==> src/rtl/csd_pkg.sv <==
// constants, types and helpers for the chip-select address decoder
package csd_pkg;
   localparam int CSD_ADDR_W = 24;
   localparam int CSD_FIELD_W = 13;
   localparam int CSD_CODE_LSB = 0;
   localparam int CSD_CODE_W = 3;
   localparam int CSD_FIELD_LSB = 3;
   localparam int CSD_ADDR_CMP_LSB = 11;
   localparam int CSD_WAIT_LSB = 0;
   localparam int CSD_WAIT_W = 4;
   localparam int CSD_PORT16_BIT = 4;
   localparam int CSD_ENABLE_BIT = 5;
   localparam int CSD_SIZE_ACK_FN_BIT = 0;
   localparam int CSD_GPIO_OUT_LSB = 0;
   localparam int CSD_GPIO_DIR_LSB = 2;
   localparam int CSD_AXI_ADDR_W = 12;
   localparam int CSD_CS_IDX_LSB = 3;
   localparam logic [11:0] CSD_BASE_OFS = 12'h000;
   localparam logic [11:0] CSD_OPT_OFS = 12'h004;
   localparam logic [11:0] CSD_CS_STRIDE = 12'h008;
   localparam logic [11:0] CSD_PIN_ASSIGN_OFS = 12'h100;
   localparam logic [11:0] CSD_GPIO_OFS = 12'h104;
   localparam logic [11:0] CSD_STATUS_OFS = 12'h108;
   localparam logic [11:0] CSD_MATCH_OFS = 12'h10c;
   localparam logic [15:0] CSD_BASE_RST = 16'h0000;
   localparam logic [15:0] CSD_OPT_RST = 16'h0000;
   localparam logic [3:0] CSD_GPIO_RST = 4'h0;
   localparam logic [3:0] CSD_WAIT_MAX = 4'hf;
   localparam logic [1:0] CSD_RESP_OKAY = 2'h0;

   typedef enum logic [1:0] {CSD_IDLE = 2'b01, CSD_ACTIVE = 2'b10} csd_cycle_type;

   typedef struct packed {
      logic en;
      logic [CSD_AXI_ADDR_W-1:0] addr;
      logic [31:0] data;
      logic [3:0] strb;
   } csd_wreq_type;

   typedef struct packed {
      logic en;
      logic [CSD_AXI_ADDR_W-1:0] addr;
   } csd_rreq_type;

   // compare mask over address bits 23..11 for a block-size code
   function automatic logic [CSD_FIELD_W-1:0] csd_field_mask(input logic [CSD_CODE_W-1:0] code);
      case (code)
         3'h0: csd_field_mask = 13'h1fff;
         3'h1: csd_field_mask = 13'h1ffc;
         3'h2: csd_field_mask = 13'h1ff8;
         3'h3: csd_field_mask = 13'h1fe0;
         3'h4: csd_field_mask = 13'h1fc0;
         3'h5: csd_field_mask = 13'h1f80;
         3'h6: csd_field_mask = 13'h1f00;
         default: csd_field_mask = 13'h1e00;
      endcase
   endfunction : csd_field_mask

   // byte-lane merge of a 16-bit register
   function automatic logic [15:0] csd_apply_strb(input logic [15:0] old_val, input logic [31:0] data,
                                                  input logic [3:0] strb);
      csd_apply_strb = old_val;
      if (strb[0])
      begin
         csd_apply_strb[7:0] = data[7:0];
      end
      if (strb[1])
      begin
         csd_apply_strb[15:8] = data[15:8];
      end
   endfunction : csd_apply_strb
endpackage : csd_pkg

==> src/rtl/csd_axil_slave.sv <==
// axi4-lite slave front end for the decoder registers
`timescale 1ns/1ps
module csd_axil_slave
   import csd_pkg::*;
(
   input wire logic aclk,
   input wire logic aresetn,
   input wire logic [CSD_AXI_ADDR_W-1:0] s_axi_awaddr,
   input wire logic s_axi_awvalid,
   output logic s_axi_awready,
   input wire logic [31:0] s_axi_wdata,
   input wire logic [3:0] s_axi_wstrb,
   input wire logic s_axi_wvalid,
   output logic s_axi_wready,
   output logic [1:0] s_axi_bresp,
   output logic s_axi_bvalid,
   input wire logic s_axi_bready,
   input wire logic [CSD_AXI_ADDR_W-1:0] s_axi_araddr,
   input wire logic s_axi_arvalid,
   output logic s_axi_arready,
   output logic [1:0] s_axi_rresp,
   output logic s_axi_rvalid,
   input wire logic s_axi_rready,
   output csd_wreq_type wreq,
   output csd_rreq_type rreq
);
   typedef struct packed {
      logic aw_full;
      logic [CSD_AXI_ADDR_W-1:0] awaddr;
      logic w_full;
      logic [31:0] wdata;
      logic [3:0] wstrb;
      logic bvalid;
      logic rd_pend;
      logic [CSD_AXI_ADDR_W-1:0] araddr;
      logic rvalid;
   } csd_slv_state_type;

   csd_slv_state_type s_reg;
   csd_slv_state_type s_next;
   logic wr_fire;

   assign s_axi_awready = !s_reg.aw_full;
   assign s_axi_wready = !s_reg.w_full;
   assign s_axi_arready = !s_reg.rd_pend && !s_reg.rvalid;
   assign s_axi_bvalid = s_reg.bvalid;
   assign s_axi_rvalid = s_reg.rvalid;
   assign s_axi_bresp = CSD_RESP_OKAY;
   assign s_axi_rresp = CSD_RESP_OKAY;
   assign wr_fire = s_reg.aw_full && s_reg.w_full && !s_reg.bvalid;
   assign wreq = '{en: wr_fire, addr: s_reg.awaddr, data: s_reg.wdata, strb: s_reg.wstrb};
   assign rreq = '{en: s_reg.rd_pend, addr: s_reg.araddr};

   always_comb
   begin
      s_next = s_reg;
      // address and data taken in either order
      if (s_axi_awvalid && !s_reg.aw_full)
      begin
         s_next.aw_full = 1'b1;
         s_next.awaddr = s_axi_awaddr;
      end
      if (s_axi_wvalid && !s_reg.w_full)
      begin
         s_next.w_full = 1'b1;
         s_next.wdata = s_axi_wdata;
         s_next.wstrb = s_axi_wstrb;
      end
      if (wr_fire)
      begin
         s_next.aw_full = 1'b0;
         s_next.w_full = 1'b0;
         s_next.bvalid = 1'b1;
      end
      else if (s_reg.bvalid && s_axi_bready)
      begin
         s_next.bvalid = 1'b0;
      end
      if (s_axi_arvalid && !s_reg.rd_pend && !s_reg.rvalid)
      begin
         s_next.rd_pend = 1'b1;
         s_next.araddr = s_axi_araddr;
      end
      // read data registered in the main block during rd_pend
      if (s_reg.rd_pend)
      begin
         s_next.rd_pend = 1'b0;
         s_next.rvalid = 1'b1;
      end
      else if (s_reg.rvalid && s_axi_rready)
      begin
         s_next.rvalid = 1'b0;
      end
   end

   always_ff @(posedge aclk)
   begin
      if (!aresetn)
      begin
         s_reg <= '0;
      end
      else
      begin
         s_reg <= s_next;
      end
   end
endmodule : csd_axil_slave

==> src/rtl/csd_chip_select_decode.sv <==
// chip-select address decoder with wait-state termination
// How it works
// - low three base bits hold block-size code
// - codes select 2K..1M blocks, compare width
// - only upper address bits are compared
// - base bits below block boundary read zero
// - match needs both base and block size
// - several chip-selects may match, no error
// - own option register sets wait states
// - earliest termination among matches ends cycle
// - strap low at reset makes acks general I/O
`timescale 1ns/1ps
module csd_chip_select_decode
   import csd_pkg::*;
#(
   parameter int CS_COUNT = 12
)
(
   input wire logic aclk,
   input wire logic aresetn,
   input wire logic [CSD_AXI_ADDR_W-1:0] s_axi_awaddr,
   input wire logic s_axi_awvalid,
   output logic s_axi_awready,
   input wire logic [31:0] s_axi_wdata,
   input wire logic [3:0] s_axi_wstrb,
   input wire logic s_axi_wvalid,
   output logic s_axi_wready,
   output logic [1:0] s_axi_bresp,
   output logic s_axi_bvalid,
   input wire logic s_axi_bready,
   input wire logic [CSD_AXI_ADDR_W-1:0] s_axi_araddr,
   input wire logic s_axi_arvalid,
   output logic s_axi_arready,
   output logic [31:0] s_axi_rdata,
   output logic [1:0] s_axi_rresp,
   output logic s_axi_rvalid,
   input wire logic s_axi_rready,
   input wire logic cycle_start,
   input wire logic [CSD_ADDR_W-1:0] cycle_addr,
   output logic [CS_COUNT-1:0] chip_select_n,
   output logic cycle_done,
   output logic cycle_hit,
   input wire logic reset_config_line_eight,
   input wire logic size_ack_high_in,
   output logic size_ack_high_out,
   output logic size_ack_high_oe,
   input wire logic size_ack_low_in,
   output logic size_ack_low_out,
   output logic size_ack_low_oe
);
   localparam int IDX_W = (CS_COUNT > 1) ? $clog2(CS_COUNT) : 1;
   localparam logic [11:0] CS_SPAN = 12'(CS_COUNT * 8);

   typedef struct packed {
      logic [CS_COUNT-1:0][15:0] base;
      logic [CS_COUNT-1:0][15:0] opt;
      logic pin_assign;
      logic [3:0] gpio;
      logic [2:0] sync1;
      logic [2:0] sync2;
      logic [31:0] rdata;
      csd_cycle_type state;
      logic [CSD_WAIT_W-1:0] count;
      logic [CSD_WAIT_W-1:0] target;
      logic port16;
      logic [CS_COUNT-1:0] match;
      logic [CS_COUNT-1:0] last_match;
      logic done;
      logic hit;
      logic ack_high;
      logic ack_low;
   } csd_state_type;

   csd_state_type s_reg;
   csd_state_type s_next;
   csd_wreq_type wreq;
   csd_rreq_type rreq;
   logic [CS_COUNT-1:0] mvec;
   logic [CSD_WAIT_W-1:0] mvec_wait;
   logic mvec_p16;
   logic [15:0] wval;
   logic [IDX_W-1:0] widx;
   logic [IDX_W-1:0] ridx;

   csd_axil_slave i_csd_axil_slave (
      .aclk(aclk),
      .aresetn(aresetn),
      .s_axi_awaddr(s_axi_awaddr),
      .s_axi_awvalid(s_axi_awvalid),
      .s_axi_awready(s_axi_awready),
      .s_axi_wdata(s_axi_wdata),
      .s_axi_wstrb(s_axi_wstrb),
      .s_axi_wvalid(s_axi_wvalid),
      .s_axi_wready(s_axi_wready),
      .s_axi_bresp(s_axi_bresp),
      .s_axi_bvalid(s_axi_bvalid),
      .s_axi_bready(s_axi_bready),
      .s_axi_araddr(s_axi_araddr),
      .s_axi_arvalid(s_axi_arvalid),
      .s_axi_arready(s_axi_arready),
      .s_axi_rresp(s_axi_rresp),
      .s_axi_rvalid(s_axi_rvalid),
      .s_axi_rready(s_axi_rready),
      .wreq(wreq),
      .rreq(rreq)
   );

   assign widx = wreq.addr[CSD_CS_IDX_LSB +: IDX_W];
   assign ridx = rreq.addr[CSD_CS_IDX_LSB +: IDX_W];

   // parallel compare of the bus address against every chip-select
   always_comb
   begin
      mvec = '0;
      mvec_wait = CSD_WAIT_MAX;
      mvec_p16 = 1'b0;
      for (int i = 0; i < CS_COUNT; i++)
      begin
         if (s_reg.opt[i][CSD_ENABLE_BIT] &&
             ((cycle_addr[CSD_ADDR_W-1:CSD_ADDR_CMP_LSB] & csd_field_mask(s_reg.base[i][2:0])) ==
              s_reg.base[i][15:CSD_FIELD_LSB]))
         begin
            mvec[i] = 1'b1;
            mvec_p16 = mvec_p16 | s_reg.opt[i][CSD_PORT16_BIT];
            if (s_reg.opt[i][CSD_WAIT_LSB +: CSD_WAIT_W] < mvec_wait)
            begin
               mvec_wait = s_reg.opt[i][CSD_WAIT_LSB +: CSD_WAIT_W];
            end
         end
      end
   end

   always_comb
   begin
      s_next = s_reg;
      wval = 16'h0000;
      s_next.sync1 = {size_ack_low_in, size_ack_high_in, reset_config_line_eight};
      s_next.sync2 = s_reg.sync1;
      s_next.done = 1'b0;
      s_next.ack_high = 1'b0;
      s_next.ack_low = 1'b0;
      if (wreq.en)
      begin
         if (wreq.addr < CS_SPAN && wreq.addr[1:0] == 2'h0)
         begin
            if (wreq.addr[2] == CSD_BASE_OFS[2])
            begin
               wval = csd_apply_strb(s_reg.base[widx], wreq.data, wreq.strb);
               // aligned to block size when stored
               s_next.base[widx] = {wval[15:CSD_FIELD_LSB] & csd_field_mask(wval[2:0]),
                                    wval[CSD_CODE_LSB +: CSD_CODE_W]};
            end
            else
            begin
               s_next.opt[widx] = csd_apply_strb(s_reg.opt[widx], wreq.data, wreq.strb);
            end
         end
         else if (wreq.addr == CSD_PIN_ASSIGN_OFS && wreq.strb[0])
         begin
            s_next.pin_assign = wreq.data[CSD_SIZE_ACK_FN_BIT];
         end
         else if (wreq.addr == CSD_GPIO_OFS && wreq.strb[0])
         begin
            s_next.gpio = wreq.data[3:0];
         end
      end
      if (rreq.en)
      begin
         s_next.rdata = 32'h0000_0000;
         if (rreq.addr < CS_SPAN && rreq.addr[1:0] == 2'h0)
         begin
            s_next.rdata[15:0] = (rreq.addr[2] == CSD_BASE_OFS[2]) ? s_reg.base[ridx] : s_reg.opt[ridx];
         end
         else if (rreq.addr == CSD_PIN_ASSIGN_OFS)
         begin
            s_next.rdata[CSD_SIZE_ACK_FN_BIT] = s_reg.pin_assign;
         end
         else if (rreq.addr == CSD_GPIO_OFS)
         begin
            s_next.rdata[3:0] = s_reg.gpio;
         end
         else if (rreq.addr == CSD_STATUS_OFS)
         begin
            s_next.rdata[3:0] = {s_reg.sync2[2:1], s_reg.hit, s_reg.state == CSD_ACTIVE};
         end
         else if (rreq.addr == CSD_MATCH_OFS)
         begin
            s_next.rdata[CS_COUNT-1:0] = s_reg.last_match;
         end
      end
      case (s_reg.state)
         CSD_IDLE:
         begin
            if (cycle_start)
            begin
               s_next.match = mvec;
               s_next.last_match = mvec;
               s_next.target = mvec_wait;
               s_next.port16 = mvec_p16;
               s_next.count = '0;
               s_next.state = CSD_ACTIVE;
            end
         end
         CSD_ACTIVE:
         begin
            if (s_reg.match == '0)
            begin
               s_next.done = 1'b1;
               s_next.hit = 1'b0;
               s_next.state = CSD_IDLE;
            end
            else if (s_reg.count == s_reg.target)
            begin
               s_next.done = 1'b1;
               s_next.hit = 1'b1;
               s_next.ack_high = s_reg.port16;
               s_next.ack_low = !s_reg.port16;
               s_next.match = '0;
               s_next.state = CSD_IDLE;
            end
            else
            begin
               s_next.count = s_reg.count + 4'h1;
            end
         end
         default:
         begin
            s_next.state = CSD_IDLE;
            s_next.match = '0;
         end
      endcase
   end

   always_ff @(posedge aclk)
   begin
      if (!aresetn)
      begin
         s_reg.base <= {CS_COUNT{CSD_BASE_RST}};
         s_reg.opt <= {CS_COUNT{CSD_OPT_RST}};
         s_reg.gpio <= CSD_GPIO_RST;
         s_reg.rdata <= 32'h0000_0000;
         s_reg.state <= CSD_IDLE;
         s_reg.count <= '0;
         s_reg.target <= '0;
         s_reg.port16 <= 1'b0;
         s_reg.match <= '0;
         s_reg.last_match <= '0;
         s_reg.done <= 1'b0;
         s_reg.hit <= 1'b0;
         s_reg.ack_high <= 1'b0;
         s_reg.ack_low <= 1'b0;
         // strap kept sampling while reset is held
         s_reg.sync1 <= s_next.sync1;
         s_reg.sync2 <= s_next.sync2;
         s_reg.pin_assign <= s_reg.sync2[0];
      end
      else
      begin
         s_reg <= s_next;
      end
   end

   assign s_axi_rdata = s_reg.rdata;
   assign chip_select_n = ~s_reg.match;
   assign cycle_done = s_reg.done;
   assign cycle_hit = s_reg.hit;
   // open-drain acks or general i/o
   assign size_ack_high_out = s_reg.pin_assign ? 1'b0 : s_reg.gpio[CSD_GPIO_OUT_LSB];
   assign size_ack_high_oe = s_reg.pin_assign ? s_reg.ack_high : s_reg.gpio[CSD_GPIO_DIR_LSB];
   assign size_ack_low_out = s_reg.pin_assign ? 1'b0 : s_reg.gpio[CSD_GPIO_OUT_LSB + 1];
   assign size_ack_low_oe = s_reg.pin_assign ? s_reg.ack_low : s_reg.gpio[CSD_GPIO_DIR_LSB + 1];

   // cycles of chip-select assertion, for checking only
   logic [4:0] cs_len;
   always_ff @(posedge aclk)
   begin
      if (!aresetn || (&chip_select_n))
      begin
         cs_len <= '0;
      end
      else
      begin
         cs_len <= cs_len + 5'h01;
      end
   end

   genvar g;
   for (g = 0; g < CS_COUNT; g++)
   begin : g_chk
      property p_base_aligned;
         @(posedge aclk) disable iff (!aresetn)
         (s_reg.base[g][15:3] & ~csd_field_mask(s_reg.base[g][2:0])) == 13'h0000;
      endproperty
      a_base_aligned: assert property (p_base_aligned) else $error("base bits below block not zero");
      property p_wait_min;
         @(posedge aclk) disable iff (!aresetn)
         (s_reg.state == CSD_IDLE && cycle_start && mvec[g]) |=>
            s_reg.target <= $past(s_reg.opt[g][3:0]);
      endproperty
      a_wait_min: assert property (p_wait_min) else $error("target later than a matching select");
   end

   property p_match_cs0;
      @(posedge aclk) disable iff (!aresetn)
      (s_reg.state == CSD_IDLE && cycle_start && s_reg.opt[0][5] &&
       (cycle_addr[23:11] & csd_field_mask(s_reg.base[0][2:0])) == s_reg.base[0][15:3]) |=> !chip_select_n[0];
   endproperty
   a_match_cs0: assert property (p_match_cs0) else $error("select 0 not asserted on match");

   property p_all_matches;
      @(posedge aclk) disable iff (!aresetn)
      (s_reg.state == CSD_IDLE && cycle_start) |=> (~chip_select_n == $past(mvec));
   endproperty
   a_all_matches: assert property (p_all_matches) else $error("match vector not driven");

   property p_cs_len;
      @(posedge aclk) disable iff (!aresetn)
      (cycle_done && cycle_hit) |-> (cs_len == {1'b0, s_reg.target} + 5'h01) && (&chip_select_n);
   endproperty
   a_cs_len: assert property (p_cs_len) else $error("select length not wait count plus one");

   property p_base_read;
      @(posedge aclk) disable iff (!aresetn)
      (rreq.en && rreq.addr == CSD_BASE_OFS && !wreq.en) |=> s_axi_rdata == {16'h0000, $past(s_reg.base[0])};
   endproperty
   a_base_read: assert property (p_base_read) else $error("base read back wrong");

   property p_no_match_done;
      @(posedge aclk) disable iff (!aresetn)
      (s_reg.state == CSD_IDLE && cycle_start && mvec == '0) |=> ##1 (cycle_done && !cycle_hit);
   endproperty
   a_no_match_done: assert property (p_no_match_done) else $error("unmatched cycle not closed");

   property p_strap;
      @(posedge aclk)
      $rose(aresetn) |-> s_reg.pin_assign == $past(s_reg.sync2[0]);
   endproperty
   a_strap: assert property (p_strap) else $error("strap not captured at reset");

   property p_gpio_mode;
      @(posedge aclk) disable iff (!aresetn)
      !s_reg.pin_assign |-> (size_ack_high_oe == s_reg.gpio[2]) && (size_ack_low_out == s_reg.gpio[1]);
   endproperty
   a_gpio_mode: assert property (p_gpio_mode) else $error("ack pins not general i/o");

   property p_ack_drive;
      @(posedge aclk) disable iff (!aresetn)
      (s_reg.pin_assign && (size_ack_high_oe || size_ack_low_oe)) |-> cycle_done && cycle_hit;
   endproperty
   a_ack_drive: assert property (p_ack_drive) else $error("ack driven outside termination");
endmodule : csd_chip_select_decode

==> config.mk <==
export PLATFORM = sky130hd
export DESIGN_NAME = csd_chip_select_decode
export DESIGN_NICKNAME = d
export VERILOG_FILES = /design/src/rtl/csd_pkg.sv /design/src/rtl/csd_axil_slave.sv /design/src/rtl/csd_chip_select_decode.sv
export SDC_FILE = /design/constraint.sdc
export NUM_CORES = 2
export LEC_CHECK = 0
export BUFFER_PORTS_ARGS = -buffer_cell sky130_fd_sc_hd__buf_2
export CAP_MARGIN = 20
export CELL_PAD_IN_SITES_DETAIL_PLACEMENT = 1
export CELL_PAD_IN_SITES_GLOBAL_PLACEMENT = 1
export CORE_MARGIN = 10
export CORE_UTILIZATION = 51
export CTS_BUF_LIST = sky130_fd_sc_hd__clkbuf_4 sky130_fd_sc_hd__clkbuf_8 sky130_fd_sc_hd__clkbuf_16
export DETAILED_ROUTE_END_ITERATION = 6
export GPL_TIMING_DRIVEN = 1
export PLACE_DENSITY_LB_ADDON = 0.08
export SYNTH_ARGS = -nofsm -noshare
export SYNTH_HDL_FRONTEND = slang
export SYNTH_SLANG_ARGS = --single-unit
==> constraint.sdc <==
create_clock -name aclk -period 43 [get_ports aclk]
set_input_delay 8.6 -clock aclk [delete_from_list [all_inputs] [get_ports aclk]]
set_output_delay 8.6 -clock aclk [all_outputs]
set_load 0.01 [all_outputs]
Yosys cells after proc, flatten, opt, wreduce, memory -nomap -nowiden
Index checks and enable logic that the tools add are counted.

Flip-flop bits (word level): 497. Bits in latches: 0. Memory bits (writable): 0. Memory bits (read-only): 0. Output and inout port bits: 59. Logic and storage cells: 402. Memories kept: 0.

$add $sub $neg: 1. $mul: 0. Divide/modulo/power cells: 0. Order comparisons: 17. Equal/unequal tests: 107. Shift-type cells: 0. Muxes and demuxes: 133. Bitwise operators: 31. Reductions and logical operators: 65.

Operators by type and width (count): case mux 9 bit (7 select lines) (13); bitwise mux 192 bit (2); binary-select mux 16 bit (select 4 bit) (4); AND 13 bit (13); == test 13 bit (12); two-way mux 8 bit (18); two-way mux 4 bit (33); == test 3 bit (second input constant) (39); two-way mux 16 bit (7); two-way mux 82 bit (1); == test 3 x 2 -> 1 bit (second input constant) (26); == test 12 x 9 -> 1 bit (second input constant) (6); demux 16 bit (select 4 bit) (1); two-way mux 12 bit (5); less-than comparator 4 bit (11); == test 3 x 1 -> 1 bit (second input constant) (13); zero test 3 bit (13); two-way mux 13 bit (3); two-way mux 35 bit (1); two-way mux 1 bit (34); logical AND 1 bit (26); less-than comparator 12 x 7 -> 1 bit (second input constant) (2); case mux 12 bit (2 select lines) (1); two-way mux 5 bit (3); other kinds (26) (67).

Logic depth before layout (Yosys ltp)
Word-level depth: 42. Depth in mapped cells: 87. Depth with buffers taken out: 85.

Modules after synthesis
From an unflattened synthesis, not the netlist that was laid out.

Cell total of the unflattened synthesis: 3860. Area, all modules: 31325.0 µm².

Modules (own cells, without submodules): csd_chip_select_decode (times used 1, cells an instance 3510, area an instance 28333.4 µm², sequential area each 9018.6 µm²); csd_axil_slave (times used 1, cells an instance 350, area an instance 2991.6 µm², sequential area each 1301.2 µm²).

Worst setup path after synthesis
No wires, ideal clock.

Path kind: input port to flip-flop. Start: in cycle_addr[12]. End: reg s_reg[31] (netlist name). Library setup time: 115 ps. Arrival: 23623 ps. Setup slack: 19262 ps. Stages: 81. Path buffers: 2. Cells stage by stage: clkbuf_1 > nor4b_1 > xnor2_1 > nand3b_1 > or4_1 > buf_2 > or3_1 > ha_1 > inv_1 > a21o_1 > nor4_1 > nand4_1 > a21oi_1 > mux2i_1 > inv_1 > ha_1 > nor2b_1 > and2_1 > [... 45 more ...] > ha_1 > nor2b_1 > a31o_2 > a21o_1 > a21o_1 > ha_1 > nor2b_1 > o21a_1 > o31ai_1 > and2_1 > a211oi_1 > nor2_1 > ha_1 > a21oi_1 > nand2_1 > a211o_1 > o311a_1 > o21a_1.

Cells in the longest elaborated chain, start to end: 37. Elaborated cells between the ends (all ways): 70.

RTL lines: start: declaration (line csd_chip_select_decode.sv:39) `input wire logic [CSD_ADDR_W-1:0] cycle_addr,`; AND 13 bit (line csd_chip_select_decode.sv:120) `((cycle_addr[CSD_ADDR_W-1:CSD_ADDR_CMP_LSB] & csd_field_mask(s_reg.base[i][2:0])) ==`; == test 13 bit (line csd_chip_select_decode.sv:120); logical AND 1 bit (line csd_chip_select_decode.sv:119) `if (s_reg.opt[i][CSD_ENABLE_BIT] &&`; two-way mux 4 bit (line csd_chip_select_decode.sv:119); less-than comparator 4 bit (line csd_chip_select_decode.sv:125) `if (s_reg.opt[i][CSD_WAIT_LSB +: CSD_WAIT_W] < mvec_wait)`; two-way mux 4 bit (line csd_chip_select_decode.sv:125); two-way mux 4 bit (line csd_chip_select_decode.sv:119); less-than comparator 4 bit (line csd_chip_select_decode.sv:125); [... 21 more ...]; two-way mux 4 bit (line csd_chip_select_decode.sv:125); two-way mux 4 bit (line csd_chip_select_decode.sv:119); less-than comparator 4 bit (line csd_chip_select_decode.sv:125); two-way mux 4 bit (line csd_chip_select_decode.sv:125); two-way mux 4 bit (line csd_chip_select_decode.sv:119); less-than comparator 4 bit (line csd_chip_select_decode.sv:125); two-way mux 4 bit (line csd_chip_select_decode.sv:125); two-way mux 4 bit * (line csd_chip_select_decode.sv:119); end signal: assignment (line csd_chip_select_decode.sv:259) `s_reg <= s_next;`; end: declaration (line csd_chip_select_decode.sv:74) `csd_state_type s_reg;`.

Mark *: on every way between the ends. The rest lies on a longest branch, timed or not. A chain may end at the register's enable or synchronous reset.

Worst setup path in the final report
Start: in cycle_addr[12]. End: reg s_reg[30] (netlist name).

Same word-level chain as after synthesis.

==> impl_metrics.env <==
export IMPL_finalSetupViolCount=0
export IMPL_vdd_ir_drop_max_v=0.0000318
export IMPL_post_route_period_util_pct=60.6
export IMPL_final_util_pct=56.5
export IMPL_hpwlAfterDp_um=96300
export IMPL_vias_per_cell=6.90
export IMPL_maxCapViolCount=0
export IMPL_cts_made_buffers=55
export IMPL_cp_arrival_ns=26.60
export IMPL_max_slew_margin_pct=18.8
export IMPL_grt_use_total_pct=37.8
export IMPL_wirelength_um=137000
export IMPL_path_buf_inv=9
export IMPL_h_tree_depth=2
export IMPL_leakage_nw=11.2
export IMPL_wl_per_cell_um=30.0
export IMPL_num_vias=31560
export IMPL_gp_congestion=1.00
export IMPL_rsz0062_at_grt="no"
export IMPL_grt_overflow_total=0
export IMPL_nNetsFinal=3882
export IMPL_start_kind="primary input"
export IMPL_yosysSeqAreaShare_pct=32.4
export IMPL_clkLatencyLatePin_ns=0.66
export IMPL_grt_pass1_vias=31330
export IMPL_cts_setup_buffers=0
export IMPL_final_layout_size_suffix_gt1_share_pct=14.1
export IMPL_final_antenna_net_count=0
export IMPL_coreArea_um2=59400
export IMPL_syn_to_final_growth_pct=9.14
export IMPL_hold_slack_ns=0.334
export IMPL_ctsResizeCount=0
export IMPL_final_setup_skew_ns=0.0350
export IMPL_dieArea_um2=70400
export IMPL_tritoncts="done"
export IMPL_die_w_um=265
export IMPL_drc=0
export IMPL_largest_register_ffs=429
export IMPL_critPathTopFamily="simple AND/OR/NAND/NOR gates"
export IMPL_cts_buffer_depth=3
export IMPL_antenna_found_initial=8
export IMPL_crit_fanout=18
export IMPL_critPathCaptureType="register"
export IMPL_max_stage_delay_ns=0.87
export IMPL_port_buffers=104
export IMPL_syn_area_per_cell_um2=8.01
export IMPL_num_rows=89
export IMPL_drt_initial_drc_count=4062
export IMPL_cts_sinks=497
export IMPL_synth_cells=3832
export IMPL_cts_root_buffer="clkbuf_16"
export IMPL_post_dp_cell_area_um2=31500
export IMPL_drv_slew=0
export IMPL_fin_area_um2=33500
export IMPL_path_common_cell="ha_1"
export IMPL_cp_required_ns=43.55
export IMPL_finalPower_mw=1.10
export IMPL_cts_hold_buf=0
export IMPL_setup_tns_ns=0
export IMPL_cts_clk_slew_worst_paths_ns=0.06
export IMPL_synthArstFlopShare_pct=0
export IMPL_hp_class="reg -> reg"
export IMPL_die_h_um=265
export IMPL_dp_cells=4461
export IMPL_r2r_slack_ns=24.81
export IMPL_critPathKind="in -> reg"
export IMPL_start_util_pct=51.7
export IMPL_status="complete, no violations"
export IMPL_synth_cell_types=98
export IMPL_fmaxAchievable_mhz=38.4
export IMPL_worst_slack_ns=16.95
export IMPL_hold_viol=0
export IMPL_grt_max_degree=151
export IMPL_ys_flop_type="dfxtp_1"
export IMPL_critical_path_slowest_cell="or4_1"
export IMPL_tightestPinTransition_ns=1.22
export IMPL_syn_area_um2=30700
export IMPL_firstDrtPassIters=6
export IMPL_pre_cts_ws_ns=16.59
export IMPL_p_per_area_nw_per_um2=32.7
export IMPL_synth_seq_cells=497
export IMPL_io_pins=154
export IMPL_ys_warn_count=0
export IMPL_nFillCells=7141
export IMPL_synth_edf_count=1
export IMPL_min_period_ns=26.05
export IMPL_grt_pass1_wl_um=203000
export IMPL_finalNonFillerCells=4574
cell usage in the layout, fill, tap and decap left out, types with 12 or more instances in the layout:
cell type,Yosys,final
a31oi_1,14,14
and3_1,15,15
nor2b_1,45,44
a21boi_0,72,72
inv_1,108,107
nor4_1,25,21
clkbuf_16,0,55
a311oi_1,14,14
clkinv_2,0,12
dfxtp_1,496,491
mux2i_1,49,49
nand4_1,19,19
nor2_1,169,153
buf_2,9,104
nor4b_1,14,14
or3_1,26,26
mux4_2,197,197
xor2_1,44,44
o22ai_1,36,36
mux2_2,12,12
nand2_1,1035,1034
a211oi_1,40,39
a21oi_1,498,497
buf_4,36,50
xnor2_1,48,48
a2111oi_0,14,14
nor2_2,0,16
a21o_1,15,15
conb_1,1,20
nand2b_1,63,63
nand3_1,41,41
o21ai_0,85,85
nor3_1,51,50
and2_1,33,33
ha_1,35,35
kinds of logic (layout without fill, tap and decap cells):
kind of cell               count (synthesis)  count (layout)  share of synthesized area (%)
DFF                                      497             497                           32.4
AOI/OAI and AO/OA                        917             917                           18.1
xor gates and xnor gates                  92              92                           2.62
other                                      1              23                         0.0122
and+or+nand+nor                         1597            1597                           22.9
buffers and inverters                    430             377                           5.74
adders and majority gates                 35              35                           1.43
muxes                                    263             263                           16.8
area by class of cell:
class / instances / area [µm²] / area share, %
multi-input combinational: 2924 / 19100 / 57.1
sequential: 497 / 9980 / 29.8
clock inverter: 33 / 412 / 1.23
inverter: 110 / 420 / 1.25
tap: 773 / 967 / 2.89
clock buffer: 70 / 1520 / 4.54
antenna: 3 / 7.51 / 0.0224
timing repair buffer: 164 / 1060 / 3.15
final timing paths:
kind                                      from         to  depth (start not counted)
worst max-delay path            cycle_addr[12]  s_reg[30]                         80
worst min-delay path                s_next[72]  s_reg[72]                          0
worst max register to register      s_reg[276]  s_reg[30]                         79
worst min register to register      s_next[72]  s_reg[72]                          0
Yosys cell counts, types with 6 or more instances:
master     number  area [µm²]
dfxtp_1       496        9930
buf_4          36         270
xor2_1         44         385
a21o_1         15         113
or2_2           8        50.1
nand4_1        19         119
ha_1           35         438
a311oi_1       14         123
xnor2_1        48         420
nor4_1         25         156
and3_1         15        93.8
mux4_2        197        4440
o2111ai_1       9        78.8
nor2b_1        45         282
nor3_1         51         255
buf_2           9        45.0
nor4b_1        14         123
a21boi_0       72         541
a21oi_1       498        2490
nand2b_1       63         394
a221oi_1       10        87.6
nor3b_1         8        60.1
mux2i_1        49         490
inv_1         108         405
o22ai_1        36         225
nand2_1      1035        3880
clkbuf_1      234         878
o31ai_1         7        52.6
a31oi_1        14        87.6
or4_1           8        60.1
nor2_1        169         634
a31o_2          6        52.6
o211ai_1        9        67.6
and2_1         33         206
nand3b_1       10        75.1
a211oi_1       40         300
nand3_1        41         205
or3_1          26         163
mux2_2         12         135
o21a_1          8        60.1
o32ai_1        10        87.6
a2111oi_0      14         123
buf_1          39         146
o21ai_0        85         425
metal layers:
metal  global-route usage [%]  part of all wire, %  up-vias
met1                     49.6                   39    15867
met2                     56.8                   43     1994
met4                     20.9                  5.9        4
li1                         -                    -    13289
met5                        0                0.015        -
met3                     9.01                   12      406
report_power, final:
part	internal [mW]	switching (mW)	leakage [nW]
clock	0.300	0.214	0.959
combinational	0.0311	0.0794	6.20
sequential	0.465	0.00736	4.02
(Power assumes the default switching activity.)
